[src/pkg/pio_defs.svh]
// Constants for the programmable I/O port block: sizes, positions, reset values
`ifndef PIO_DEFS_SVH
`define PIO_DEFS_SVH

// Number of ports and lines per port
`define PIO_NUM_PORTS 11
`define PIO_PORT_W 8
`define PIO_ALL_LINES 88
`define PIO_IO_LINES 87

// Width of the register port index and selector
`define PIO_IDX_W 4
`define PIO_SEL_W 2

// Pull-up grouping: lines per group, groups per port
`define PIO_GRP_LINES 4
`define PIO_GRPS_PER_PORT 2

// Position of the input-only interrupt line
`define PIO_NMI_PORT 8
`define PIO_NMI_BIT 5
`define PIO_NMI_MASK 8'h20

// Port whose data read can be forced to the latch
`define PIO_LATCH_RD_PORT 1

// Reset values
`define PIO_DIR_RST 8'h00
`define PIO_DATA_RST 8'h00
`define PIO_PU_RST 2'h0
`define PIO_RDATA_RST 8'h00

`endif

[src/pkg/pio_pkg.sv]
// Types shared by the programmable I/O port block
package pio_pkg;

  // Register kind selector on the register port
  typedef enum logic [1:0] {
    PIO_SEL_DIR = 2'b00,
    PIO_SEL_DATA = 2'b01,
    PIO_SEL_PULLUP = 2'b10,
    PIO_SEL_NONE = 2'b11
  } pio_sel_type;

  // One port's worth of line bits
  typedef logic [7:0] pio_byte_type;

endpackage

[src/pkg/pio_bank_if.sv]
// Carrier between the port top and one eight-line port bank
`timescale 1ns/1ps
`default_nettype none
`include "pio_defs.svh"

interface pio_bank_if;
  logic we_dir; // Write strobe, direction register
  logic we_data; // Write strobe, data register
  pio_pkg::pio_byte_type wdata; // Write data
  pio_pkg::pio_byte_type lock; // Lines locked by bus mode
  logic latch_rd; // Force data reads to the latch
  pio_pkg::pio_byte_type pin_in; // Sampled pin levels
  pio_pkg::pio_byte_type periph_oe; // Peripheral drives line
  pio_pkg::pio_byte_type periph_out; // Peripheral output value
  pio_pkg::pio_byte_type dir; // Direction bits
  pio_pkg::pio_byte_type rd_val; // Data register read value
  pio_pkg::pio_byte_type pin_out; // Pin output value
  pio_pkg::pio_byte_type pin_oe; // Pin output enable

  // Control side
  modport ctrl (
    output we_dir, we_data, wdata, lock, latch_rd, pin_in, periph_oe, periph_out,
    input dir, rd_val, pin_out, pin_oe
  );

  // Bank side
  modport bank (
    input we_dir, we_data, wdata, lock, latch_rd, pin_in, periph_oe, periph_out,
    output dir, rd_val, pin_out, pin_oe
  );
endinterface

`default_nettype wire

[src/design/pio_top.sv]
// Programmable I/O port block: eleven eight-line ports with register port
//
// Behaviour
// - 87 I/O lines in ports zero to ten
// - Each I/O line has its own direction bit
// - Pull-ups selected per group of four lines
// - Interrupt line input-only, reads interrupt pin level
// - No direction bit for the interrupt line
// - Peripheral output drives pin despite direction bit
// - Direction bits map one to one to lines
// - Bus mode locks direction of bus pins
// - Bus mode locks data latch of bus pins
// - Input read gives pin; write updates latch
// - Output read gives latch contents
// - Output mode drives latch value onto pin
// - Direction 0 is input, 1 is output
// - Pull-up only while line is input
// - Latch-read bit forces port one latch read
`timescale 1ns/1ps
`default_nettype none
`include "pio_defs.svh"

module pio_top #(
  parameter int NUM_PORTS = `PIO_NUM_PORTS, // Number of eight-line ports
  parameter int NMI_PORT = `PIO_NMI_PORT, // Port holding the input-only line
  parameter int NMI_BIT = `PIO_NMI_BIT // Bit of the input-only line
) (
  // Clock and reset
  input wire logic sys_clk_i,
  input wire logic nrst_i,

  // Register port
  input wire logic reg_we_i,
  input wire logic reg_re_i,
  input wire logic [`PIO_SEL_W-1:0] reg_sel_i,
  input wire logic [`PIO_IDX_W-1:0] reg_idx_i,
  input wire logic [7:0] reg_wdata_i,
  output logic [7:0] reg_rdata_o,
  output logic reg_rvalid_o,
  output logic reg_err_o,

  // Port control and mode
  input wire logic latch_read_select_bit_i,
  input wire logic bus_mode_i,
  input wire logic [NUM_PORTS*8-1:0] bus_ctrl_pin_i,

  // Peripheral functions
  input wire logic [NUM_PORTS*8-1:0] periph_oe_i,
  input wire logic [NUM_PORTS*8-1:0] periph_out_i,

  // Pins
  input wire logic [NUM_PORTS*8-1:0] pin_i,
  input wire logic input_only_interrupt_line_i,
  output logic [NUM_PORTS*8-1:0] pin_o,
  output logic [NUM_PORTS*8-1:0] pin_oe_o,
  output logic [NUM_PORTS*8-1:0] pin_pullup_o
);

  localparam int LINES = NUM_PORTS * 8; // All line positions, input-only included

  // Register port hit test for one port index
  function automatic logic pio_hit(input logic [`PIO_IDX_W-1:0] idx, input int port);
    pio_hit = (idx == port[`PIO_IDX_W-1:0]);
  endfunction

  // Selector decode into the shared kind type
  function automatic pio_pkg::pio_sel_type pio_kind(input logic [`PIO_SEL_W-1:0] sel);
    pio_kind = pio_pkg::pio_sel_type'(sel);
  endfunction

  pio_pkg::pio_sel_type sel_kind; // Decoded selector
  logic idx_ok; // Index names an existing port
  logic acc_ok; // Access names an existing register
  logic [7:0] rd_mux; // Read value before capture
  logic [7:0] reg_rdata_r; // Captured read data
  logic reg_rvalid_r; // Read answer pulse
  logic reg_err_r; // Unmapped access pulse
  logic [1:0] pullup_group_control_r [NUM_PORTS]; // Pull-up group selects per port
  logic [LINES-1:0] dir_all; // Direction bits of all ports
  logic [LINES-1:0] pin_sampled; // Pin levels with the interrupt line merged
  logic [LINES-1:0] nmi_mask; // Position of the input-only line
  logic [LINES-1:0] pu_group; // Group select spread onto lines
  logic [LINES-1:0] lock_all; // Bus-control lines locked in bus mode
  logic [7:0] bank_dir [NUM_PORTS]; // Per-port direction read values
  logic [7:0] bank_rd [NUM_PORTS]; // Per-port data read values

  // Selector and index checks
  assign sel_kind = pio_kind(reg_sel_i);
  assign idx_ok = (reg_idx_i < NUM_PORTS[`PIO_IDX_W-1:0]);
  assign acc_ok = idx_ok && (sel_kind != pio_pkg::PIO_SEL_NONE);

  // Lines that act as bus control while the device runs with an external bus
  assign lock_all = bus_mode_i ? bus_ctrl_pin_i : '0;

  // Input-only line position
  always_comb begin
    nmi_mask = '0;
    nmi_mask[NMI_PORT*8+NMI_BIT] = 1'b1;
  end

  // Interrupt pin level replaces the plain pin sample on the input-only line
  assign pin_sampled = (pin_i & ~nmi_mask) | ({LINES{input_only_interrupt_line_i}} & nmi_mask);

  // One bank per port, each with its own carrier
  genvar p;
  generate
    for (p = 0; p < NUM_PORTS; p = p + 1) begin : g_port
      pio_bank_if bif ();

      // Write strobes for this port
      assign bif.we_dir = reg_we_i && pio_hit(reg_idx_i, p) && (sel_kind == pio_pkg::PIO_SEL_DIR);
      assign bif.we_data = reg_we_i && pio_hit(reg_idx_i, p) && (sel_kind == pio_pkg::PIO_SEL_DATA);
      assign bif.wdata = reg_wdata_i;
      assign bif.lock = lock_all[p*8 +: 8];

      // Only port one honours the latch-read select
      assign bif.latch_rd = (p == `PIO_LATCH_RD_PORT) ? latch_read_select_bit_i : 1'b0;
      assign bif.pin_in = pin_sampled[p*8 +: 8];
      assign bif.periph_oe = periph_oe_i[p*8 +: 8];
      assign bif.periph_out = periph_out_i[p*8 +: 8];

      // Bank collects results into the flat vectors
      assign dir_all[p*8 +: 8] = bif.dir;
      assign bank_dir[p] = bif.dir;
      assign bank_rd[p] = bif.rd_val;
      assign pin_o[p*8 +: 8] = bif.pin_out;
      assign pin_oe_o[p*8 +: 8] = bif.pin_oe;

      // Group selects spread onto four lines each
      assign pu_group[p*8 +: 4] = {4{pullup_group_control_r[p][0]}};
      assign pu_group[p*8+4 +: 4] = {4{pullup_group_control_r[p][1]}};

      // Port bank instance, the interrupt port has one input-only line
      pio_line_bank #(
        .INPUT_ONLY_MASK((p == NMI_PORT) ? `PIO_NMI_MASK : 8'h00)
      ) u_bank (
        .sys_clk_i(sys_clk_i),
        .nrst_i(nrst_i),
        .bk(bif.bank)
      );
    end
  endgenerate

  // Pull-up group registers, one pair of group bits per port
  always_ff @(posedge sys_clk_i) begin
    if (!nrst_i) begin
      for (int i = 0; i < NUM_PORTS; i++) begin
        pullup_group_control_r[i] <= `PIO_PU_RST;
      end
    end else begin
      for (int i = 0; i < NUM_PORTS; i++) begin
        // Contents may change even while bus mode holds pull-ups off
        if (reg_we_i && pio_hit(reg_idx_i, i) && (sel_kind == pio_pkg::PIO_SEL_PULLUP)) begin
          pullup_group_control_r[i] <= reg_wdata_i[1:0];
        end
      end
    end
  end

  // Pull-up only on input lines not driven, never on bus pins or the interrupt line
  assign pin_pullup_o = pu_group & ~dir_all & ~periph_oe_i & ~lock_all & ~nmi_mask;

  // Read selection for the addressed register
  always_comb begin
    rd_mux = `PIO_RDATA_RST;
    if (!idx_ok) begin
      rd_mux = `PIO_RDATA_RST;
    end else if (sel_kind == pio_pkg::PIO_SEL_DIR) begin
      rd_mux = bank_dir[reg_idx_i];
    end else if (sel_kind == pio_pkg::PIO_SEL_DATA) begin
      rd_mux = bank_rd[reg_idx_i];
    end else if (sel_kind == pio_pkg::PIO_SEL_PULLUP) begin
      rd_mux = {6'h00, pullup_group_control_r[reg_idx_i]};
    end else begin
      rd_mux = `PIO_RDATA_RST;
    end
  end

  // Read data capture, held until the next read
  always_ff @(posedge sys_clk_i) begin
    if (!nrst_i) begin
      reg_rdata_r <= `PIO_RDATA_RST;
    end else if (reg_re_i) begin
      reg_rdata_r <= rd_mux;
    end
  end

  // Read answer pulse one cycle after the request
  always_ff @(posedge sys_clk_i) begin
    if (!nrst_i) begin
      reg_rvalid_r <= 1'b0;
    end else begin
      reg_rvalid_r <= reg_re_i;
    end
  end

  // Error pulse for an access to no register
  always_ff @(posedge sys_clk_i) begin
    if (!nrst_i) begin
      reg_err_r <= 1'b0;
    end else begin
      reg_err_r <= (reg_re_i || reg_we_i) && !acc_ok;
    end
  end

  // Register port outputs
  assign reg_rdata_o = reg_rdata_r;
  assign reg_rvalid_o = reg_rvalid_r;
  assign reg_err_o = reg_err_r;

endmodule

`default_nettype wire

[src/design/pio_line_bank.sv]
// Eight-line port bank: direction bits, port latch, read path and pin drive
`timescale 1ns/1ps
`default_nettype none
`include "pio_defs.svh"

module pio_line_bank #(
  parameter logic [7:0] INPUT_ONLY_MASK = 8'h00 // Lines with no direction bit
) (
  // Clock and reset
  input wire logic sys_clk_i,
  input wire logic nrst_i,
  // Carrier to the top
  pio_bank_if.bank bk
);

  logic [7:0] dir_r; // Direction bits, 1 is output
  logic [7:0] dir_nxt; // Next direction bits
  logic [7:0] latch_r; // Port latch
  logic [7:0] latch_nxt; // Next port latch
  logic [7:0] out_mode; // Lines in output mode

  // Locked bits keep their value, the rest take the write; no bit for input-only lines
  always_comb begin
    dir_nxt = dir_r;
    latch_nxt = latch_r;
    if (bk.we_dir) begin
      dir_nxt = ((dir_r & bk.lock) | (bk.wdata & ~bk.lock)) & ~INPUT_ONLY_MASK;
    end
    if (bk.we_data) begin
      latch_nxt = (latch_r & bk.lock) | (bk.wdata & ~bk.lock);
    end
  end

  // Direction register, all inputs after reset
  always_ff @(posedge sys_clk_i) begin
    if (!nrst_i) begin
      dir_r <= `PIO_DIR_RST;
    end else begin
      dir_r <= dir_nxt;
    end
  end

  // Port latch, written in either mode
  always_ff @(posedge sys_clk_i) begin
    if (!nrst_i) begin
      latch_r <= `PIO_DATA_RST;
    end else begin
      latch_r <= latch_nxt;
    end
  end

  // A set direction bit selects output mode
  assign out_mode = dir_r & ~INPUT_ONLY_MASK;

  // Read path: pin level for inputs, latch for outputs or when forced
  assign bk.rd_val = bk.latch_rd ? latch_r : ((latch_r & out_mode) | (bk.pin_in & ~out_mode));

  // Pin drive: peripheral output overrides the direction bit
  assign bk.pin_oe = (out_mode | bk.periph_oe) & ~INPUT_ONLY_MASK;
  assign bk.pin_out = ((bk.periph_oe & bk.periph_out) | (~bk.periph_oe & latch_r)) & ~INPUT_ONLY_MASK;
  assign bk.dir = dir_r;

endmodule

`default_nettype wire

[config.mk]
export PLATFORM = sky130hd
export DESIGN_NAME = pio_top
export DESIGN_NICKNAME = d
export VERILOG_FILES = /design/src/pkg/pio_pkg.sv /design/src/pkg/pio_bank_if.sv /design/src/design/pio_top.sv /design/src/design/pio_line_bank.sv
export VERILOG_INCLUDE_DIRS = /design/src /design/src/pkg
export SDC_FILE = /design/constraint.sdc
export NUM_CORES = 1
export LEC_CHECK = 0
export CORE_AREA = 2 2 255 257
export CTS_CLUSTER_SIZE = 16
export DETAILED_ROUTE_END_ITERATION = 8
export DIE_AREA = 0 0 257 259
export DONT_BUFFER_PORTS = 1
export GPL_TIMING_DRIVEN = 0
export PLACE_DENSITY = 0.45
export SLEW_MARGIN = 20
export SYNTH_ARGS = -nofsm -noshare
export SYNTH_HDL_FRONTEND = slang
export SYNTH_SLANG_ARGS = --single-unit
[constraint.sdc]
create_clock -name sys_clk_i -period 3.29 [get_ports sys_clk_i]
set_input_delay 0.4935 -clock sys_clk_i [delete_from_list [all_inputs] [get_ports sys_clk_i]]
set_output_delay 0.4935 -clock sys_clk_i [all_outputs]
set_load 0.05 [all_outputs]
After elaboration in Yosys (flattened, before gate mapping)

Memories as Yosys holds them, arrays and structs flattened.
Cells that the tools add are included.

Memories kept: 1
Register bits after elaboration: 185
Output and inout port bits: 274
Logic and storage cells: 332
Bits of input ports: 373
Memory bits (writable): 22

Order comparisons: 2
Reduce and logical (&&, ||, !) cells: 50
Equal/unequal tests: 13
Mux-type cells: 57
Bitwise logic cells: 184

Memory list:

| memory                 | depth | bits a word | rd ports | clocked after memory_dff | wr ports | RTL line      | source |
|---|---|---|---|---|---|---|---|
| pullup_group_control_r | 11    | 2           | 12       | 0                        | 11       | pio_top.sv:78 | `logic [1:0] pullup_group_control_r [NUM_PORTS];` |

Operator list:

| operator                                             | number |
|---|---|
| AND 8 bit                                            | 77 |
| OR 8 bit                                             | 55 |
| AND 88 bit                                           | 3 |
| NOT 8 bit                                            | 33 |
| NOT 88 bit                                           | 3 |
| two-way mux 88 bit                                   | 1 |
| OR 88 x 70 -> 88 bit                                 | 1 |
| binary-select mux 8 bit (select 4 bit)               | 2 |
| two-way mux 8 bit                                    | 8 |
| logical AND 1 bit                                    | 46 |
| two-way mux 1 bit                                    | 34 |
| two-way mux 2 bit                                    | 12 |
| equality test 4 x 3 -> 1 bit (second input constant) | 4 |
| equality test 4 bit (second input constant)          | 3 |
| OR 1 bit                                             | 11 |
| equality test 4 x 2 -> 1 bit (second input constant) | 2 |
| >= comparator 5 bit (second input constant)          | 1 |
| NOT 4 -> 5 bit                                       | 1 |
| equality test 4 x 1 -> 1 bit (second input constant) | 1 |
| zero test 4 bit                                      | 1 |
| < comparator 4 bit (second input constant)           | 1 |
| equality test 2 x 1 -> 1 bit (second input constant) | 1 |
| equality test 2 bit (second input constant)          | 1 |
| zero test 2 bit                                      | 1 |
| other kinds (3)                                      | 3 |

Logic depth before layout (Yosys ltp)

Gate-level depths: netlist of the first run.

Depth after elaboration: 10
Depth in mapped cells: 9
Depth with buffers taken out: 5

Hierarchy

Synthesis of the first run repeated with hierarchy kept, for this count alone.

Cells, all modules: 1674
Area, all modules: 15122.0 µm²

Modules (own cells, without submodules):

| module                                | area each (µm²) | seq. area each (µm²) | cells each | instances |
|---|---|---|---|---|
| pio_line_bank at g_port[0].u_bank ... | 960.9           | 320.3                | 107        | 10 |
| pio_top                               | 4583.1          | 860.8                | 500        | 1 |
| pio_line_bank at g_port[8].u_bank     | 929.6           | 300.3                | 104        | 1 |

Worst setup path after synthesis of the first run

No wires, ideal clock.

Kind: input -> output
From: input port bus_mode_i
To: output port pin_pullup_o[64]
Required time: 2796 ps
Arrival time: 1553 ps
Stages: 4
Path slack: 1244 ps
Path buffers: 2
Path through: clkbuf_1 -> clkbuf_1 -> nand2_1 -> and3_1

Longest elaborated chain between the ends: 3

Ends and longest elaborated chain:

| item               | RTL line       | source |
|---|---|---|
| start: declaration | pio_top.sv:44  | `input wire logic bus_mode_i,` |
| two-way mux 88 bit | pio_top.sv:93  | `assign lock_all = bus_mode_i ? bus_ctrl_pin_i : '0;` |
| NOT 88 bit         | pio_top.sv:161 | `assign pin_pullup_o = pu_group & ~dir_all & ~periph_oe_i & ~lock_all & ~nmi_mask;` |
| AND 88 bit         | pio_top.sv:161 |  |
| end: declaration   | pio_top.sv:56  | `output logic [NUM_PORTS*8-1:0] pin_pullup_o` |

No other way between the ends.

Final worst setup path of the first run

From: input port bus_mode_i
To: output port pin_pullup_o[48]

Same word-level chain as after synthesis.

==> impl_metrics.py, run 1 <==
metrics = {
    "placement": {
        "place_hpwl_um": 67870,
        "gp_congestion": 0.8960,
        "io_buffers": 0,
        "placed_area_um2": 15120,
        "dpl.cell_count": 2535,
    },
    "worst_setup_path": {
        "crit_chain": "clkbuf_2, clkbuf_1, nand2_1, and3_1",
        "crit_fanout": 10,
        "crit_buf_inv": 2,
        "critical_path_required_ns": 2.80,
        "crit_type": "input pin to primary output",
        "cp_top_family": "buffers and inverters",
        "startpoint_type": "input pin",
        "slowest_stage": "clkbuf_1",
        "crit_arrival_ns": 2.59,
        "cpPeakStageDelay_ns": 0.81,
        "cp-end-kind": "primary output",
    },
    "cells_and_area": {
        "syn2layout_area_growth_pct": 14.54,
        "nets": 2083,
        "final_layout_size_suffix_gt1_share_pct": 14.10,
        "fillers": 6977,
        "final_cell_area_um2": 16060,
        "fin_cells": 2590,
    },
    "clock_tree": {
        "postCtsSetupBuffers": 0,
        "cts_tree": "built",
        "cts_root_buffer": "clkbuf_16",
        "cts-buffers-inserted": 28,
        "cts.htree.levels": 1,
        "clk_path_buf_depth": 3,
        "postCtsHoldBufs": 0,
        "cts.sinks": 206,
        "cts_resized": 0,
        "clkSlewWorstSetupHoldPaths_ns": 0.06,
        "clock_latency_ns": 0.59,
    },
    "power": {
        "leakagePower_nw": 6.648,
        "power.density_nw_per_um2": 459.3,
        "design_power_total_mw": 7.378,
        "ir_drop_v": 0.0003410,
    },
    "detailed_routing": {
        "first_pass_iters": 5,
        "drc": 0,
        "drt-initial-drc-count": 954,
        "antenna_left": 0,
        "vias": 13130,
        "routed_wl_um": 83600,
        "wl_per_cell_um": 32.28,
        "viasPerCell": 5.069,
    },
    "flow_run": {
        "max-cap-violations": 0,
    },
    "timing": {
        "min_period_ns": 3.084,
        "fin_crit_sh_pct": 93.74,
        "tightest_slew_ns": 1.149,
        "hold_viol": 0,
        "report.final.slew_viol_count": 0,
        "max_freq_mhz": 324.2,
        "fin_skew_ns": 0.01616,
        "rsz0062_at_grt": "false",
        "slew-limit-headroom_pct": 23.43,
        "setup_violations": 0,
        "fin_worst_hold_slack_ns": 0.09036,
    },
    "yosys": {
        "synthSimpleGateAreaFrac_pct": 27.53,
        "ys.warnings.count": 0,
        "synth_top_family_by_area": "multiplexers",
        "synth_ff_type": "dfxtp_1",
        "synth_mux_area_share_pct": 27.56,
        "synth_seq_cells": 206,
        "synth_edf_count": 22,
        "ys_seq_area_share_pct": 30.98,
        "syn_area_per_cell_um2": 8.357,
        "yosys.area_share.xor_xnor_pct": 0,
        "synth_compound_area_share_pct": 7.994,
        "synth_fa_ha_area_share_pct": 0,
        "netlist_instances": 1678,
        "ys_async_sr_fraction_pct": 0,
        "synth.distinct_cells": 60,
        "synth.cell_area_um2": 14020,
    },
    "floorplan": {
        "die_area_um2": 66560,
        "die_w_um": 257,
        "die_y_um": 259,
        "coreArea_um2": 63880,
        "ios": 647,
        "start_util_pct": 21.95,
        "rows": 93,
    },
    "worst_hold_path": {
        "hp-class": "input pin to flip-flop",
    },
    "global_routing": {
        "gr-usage-all-layers_pct": 23.76,
        "grt_pass1_wl_um": 109600,
        "grt_pass1_vias": 13010,
        "antenna_found_initial": 16,
        "grt_max_degree": 14,
        "overflow": 0,
    },
    "status": {
        "outcome": "complete, no violations",
    },
}
==> synthesized netlist by cell type (7+ instances only) <==
master / n / area share (%)
edfxtp_1: 22 / 4.7
and3_1: 94 / 4.2
nor3_4: 9 / 1.0
mux2i_1: 214 / 15
clkbuf_1: 61 / 1.6
a21oi_1: 18 / 0.64
buf_4: 9 / 0.48
buf_2: 23 / 0.82
a21oi_2: 8 / 0.50
o21ai_0: 13 / 0.46
dfxtp_1: 184 / 26
mux2_2: 99 / 7.9
a211oi_1: 10 / 0.54
a22oi_1: 13 / 0.70
nand2_1: 332 / 8.9
inv_1: 91 / 2.4
nor2_1: 125 / 3.3
mux4_2: 26 / 4.2
o211ai_1: 7 / 0.37
a21boi_1: 46 / 2.5
nand3_1: 53 / 1.9
nor2b_1: 139 / 6.2
==> power breakdown <==
part	total (mW)	internal [mW]	switching [mW]
Combinational	1.54	0.308	1.23
Sequential	2.64	2.56	0.0755
Clock	3.20	1.90	1.30
Total	7.38	4.77	2.61
==> path summary, 6_finish.rpt <==
check | start | end | slack [ns] | cells past startpoint
hold / removal | reg_wdata_i[4] | flip-flop | 0.09 | 2
setup reg to reg | flip-flop | reg_rdata_o[6] | 1.22 | 4
hold reg to reg | flip-flop | flip-flop | 0.48 | 2
setup / recovery | bus_mode_i | pin_pullup_o[48] | 0.21 | 4
==> cell families after synthesis <==
family	count (synthesis)
buffers and inverters	192
AND/OR/NAND/NOR	785
flip-flops	206
AO/OA/AOI/OAI	153
other	1
multiplexers	341
==> worst register-to-register path, stage by stage (launching register included) <==
cell and delay (ns):
dfxtp_1 0.44, mux2i_1 0.22, mux4_2 0.64, a221o_1 0.43, a221oi_2 0.27
==> layer usage <==
metal / up-vias / global-route usage [%] / wire length [um] / part of all wire (%)
li1: 5809 / - / - / -
met1: 6565 / 28.95 / 34290 / 41
met2: 637 / 41.71 / 40780 / 49
met3: 111 / 5.419 / 5861 / 7.0
met4: 8 / 6.831 / 2598 / 3.1
met5: - / 0 / 66 / 0.079
==> cell type report <==
class	count	area, um2	area share [%]
well taps	855	1070	6.660
clock inverters	13	142.6	0.8880
clock buffers	37	785.8	4.892
plain buffers	100	485.5	3.022
multi-input cells	1282	8877	55.27
inverters	92	345.3	2.150
flip-flops and latches	206	4344	27.04
diodes	5	12.51	0.07789
==> placed cells by master, fill, tap and decap left out, drive strengths merged, types with 8 or more instances in the layout <==
cell type / count
inv: 94
a211oi: 10
mux2i: 214
edfxtp: 22
clkbuf: 98
clkinv: 8
nor2b: 139
mux2: 101
nand2: 332
nor3: 16
buf: 39
dfxtp: 184
mux4: 26
a22oi: 13
o21ai: 17
a21oi: 26
a21boi: 46
nor2: 127
and3: 94
nand3: 53
==> through the flow <==
step	utilization [%]	worst slack, ns	setup TNS [ns]
after global routing	25.13	0.02802	0
after CTS	25.12	0.09081	0
after detailed placement	23.67	0.09736	0
final	25.14	0.2058	0
after global placement	23.64	-0.4010	-3.545
after floorplan	-	1.244	0
No activity file was read; power rests on OpenSTA's default activity.
==> inputs of run 2 (changes only) <==
- BUFFER_PORTS_ARGS: unset -> -buffer_cell sky130_fd_sc_hd__buf_2
- DONT_BUFFER_PORTS: 1 -> unset
- PLACE_DENSITY: 0.45 -> 0.54
==> impl_metrics.py, run 2 (synthesis results as in run 1) <==
metrics = {
    "status": {
        "outcome": "complete, no violations",
    },
    "detailed_routing": {
        "drt-initial-drc-count": 736,
        "vias": 15070,
        "first_pass_iters": 5,
        "routed_wl_um": 83180,
        "antenna_left": 0,
        "wl_per_cell_um": 25.83,
        "drc": 0,
        "viasPerCell": 4.681,
    },
    "cells_and_area": {
        "final_common_cell": "buf_2",
        "final_cell_mix": "buf_2 (655), nand2_1 (332), mux2i_1 (214), dfxtp_1 (184), nor2b_1 (139)",
        "syn2layout_area_growth_pct": 36.65,
        "post-route-util_pct": 30.00,
        "fillers": 6993,
        "nets": 2714,
        "final_layout_size_suffix_gt1_share_pct": 36.94,
    },
    "worst_hold_path": {
        "min_to": "reg_rvalid_o",
        "min_path_cells": 2,
        "hp-start": "reg_re_i",
        "hp-class": "input pin to flip-flop",
    },
    "power": {
        "ir_drop_v": 0.0003636,
        "leakagePower_nw": 9.264,
        "power.density_nw_per_um2": 395.0,
    },
    "clock_tree": {
        "clkSlewWorstSetupHoldPaths_ns": 0.06,
        "postCtsHoldBufs": 0,
        "clock_latency_ns": 0.57,
        "cts.htree.levels": 1,
        "cts-buffers-inserted": 27,
        "cts.sinks": 206,
        "postCtsSetupBuffers": 0,
        "clk_path_buf_depth": 3,
        "cts_tree": "built",
        "cts_root_buffer": "clkbuf_16",
        "cts_resized": 0,
    },
    "worst_setup_path": {
        "crit_fanout": 10,
        "critical_path_required_ns": 2.80,
        "cp-end-kind": "primary output",
        "rr_startpoint": "pullup_group_control_r[0][1]",
        "rr_worst_depth": 5,
        "crit_arrival_ns": 2.54,
        "crit_type": "input pin to primary output",
        "startpoint_type": "input pin",
        "r2r_end": "reg_rdata_o[1]",
        "r2r_setup_slack_ns": 1.28,
    },
    "timing": {
        "tightest_slew_ns": 1.102,
        "max_freq_mhz": 329.8,
        "rsz0062_at_grt": "false",
        "min_period_ns": 3.032,
        "fin_skew_ns": 0.01960,
        "fin_crit_sh_pct": 92.17,
        "slew-limit-headroom_pct": 26.12,
        "report.final.slew_viol_count": 0,
        "hold_viol": 0,
        "fin_tns_setup_ns": 0,
        "setup_violations": 0,
    },
    "global_routing": {
        "gr-usage-all-layers_pct": 24.03,
        "grt_max_degree": 13,
        "grtUsageMet2_pct": 41.71,
        "antenna_found_initial": 21,
        "grt.busiest_layer": "met2",
        "overflow": 0,
        "grt_pass1_wl_um": 112700,
        "grtUsageMet1_pct": 30.18,
        "grt_pass1_vias": 14830,
        "grt_use_met3_pct": 4.023,
    },
    "flow_run": {
        "max-cap-violations": 0,
    },
    "floorplan": {
        "rows": 93,
        "coreArea_um2": 63880,
        "die_w_um": 257,
        "die_area_um2": 66560,
        "start_util_pct": 21.95,
        "die_y_um": 259,
        "ios": 647,
    },
    "placement": {
        "io_buffers": 632,
        "gp_congestion": 0.8947,
        "place_hpwl_um": 68280,
    },
}
-- run 2: changes by cell type in the layout (fill, tap and decap cells not counted), moves of 2 or more --
cell / change
buf_2: +632
bufinv_16: -2
clkinv_2: -5
diode_2: +2
-- run 2: layout make-up --
cell class / instances / area [um2] / area share [%]
multi-input combinational: 1282 / 8871 / 46.29
sequential: 206 / 4344 / 22.67
timing repair buffer: 632 / 3163 / 16.51
tap: 855 / 1070 / 5.582
clock buffer: 40 / 807.0 / 4.211
buffer: 100 / 486.7 / 2.540
inverter: 92 / 345.3 / 1.802
clock inverter: 6 / 58.81 / 0.3069
antenna: 7 / 17.52 / 0.09141
-- run 2: layer usage --
metal / part of all wire [%] / vias up
li1: - / 7100
met1: 43 / 7242
met2: 48 / 600
met3: 5.3 / 117
met4: 3.6 / 14
met5: 0.099 / -
-- run 2: how the worst max path moves through the flow --
stage               start                to  slack [ns]  depth (start not counted)
2_1_floorplan  bus_mode_i  pin_pullup_o[64]        1.24                          4
3_3_place_gp   bus_mode_i  pin_pullup_o[49]       -0.36                          5
3_5_place_dp   bus_mode_i  pin_pullup_o[49]        0.18                          5
4_1_cts        bus_mode_i  pin_pullup_o[49]        0.17                          5
5_1_grt        bus_mode_i  pin_pullup_o[15]         0.1                          5
6_report       bus_mode_i  pin_pullup_o[48]        0.26                          5
-- run 2: worst max-delay path, stage by stage --
cell and delay, ns:
clkbuf_2 0.48, clkbuf_1 0.73, nand2_1 0.33, and3_1 0.27
buf_2 0.20
-- run 2: stage by stage --
stage / std cells / power, mW / worst slack [ns] / hold slack [ns] / cell area, um2
floorplan: 1680 / 3.830 / 1.244 / 0.4421 / 14030
CTS: 3213 / 7.635 / 0.1702 / 0.2348 / 19140
global placement: 3167 / 4.626 / -0.3572 / 0.4723 / 18260
detailed placement: 3167 / 4.630 / 0.1768 / 0.4747 / 18280
global route: 3218 / 7.798 / 0.09746 / 0.2636 / 19160
finish: 3220 / 7.570 / 0.2576 / 0.2748 / 19160
-- run 2: power breakdown --
part	total, mW	internal (mW)	switching [mW]
combinational	1.94	0.564	1.38
clock	3.00	1.76	1.25
sequential	2.62	2.56	0.0578
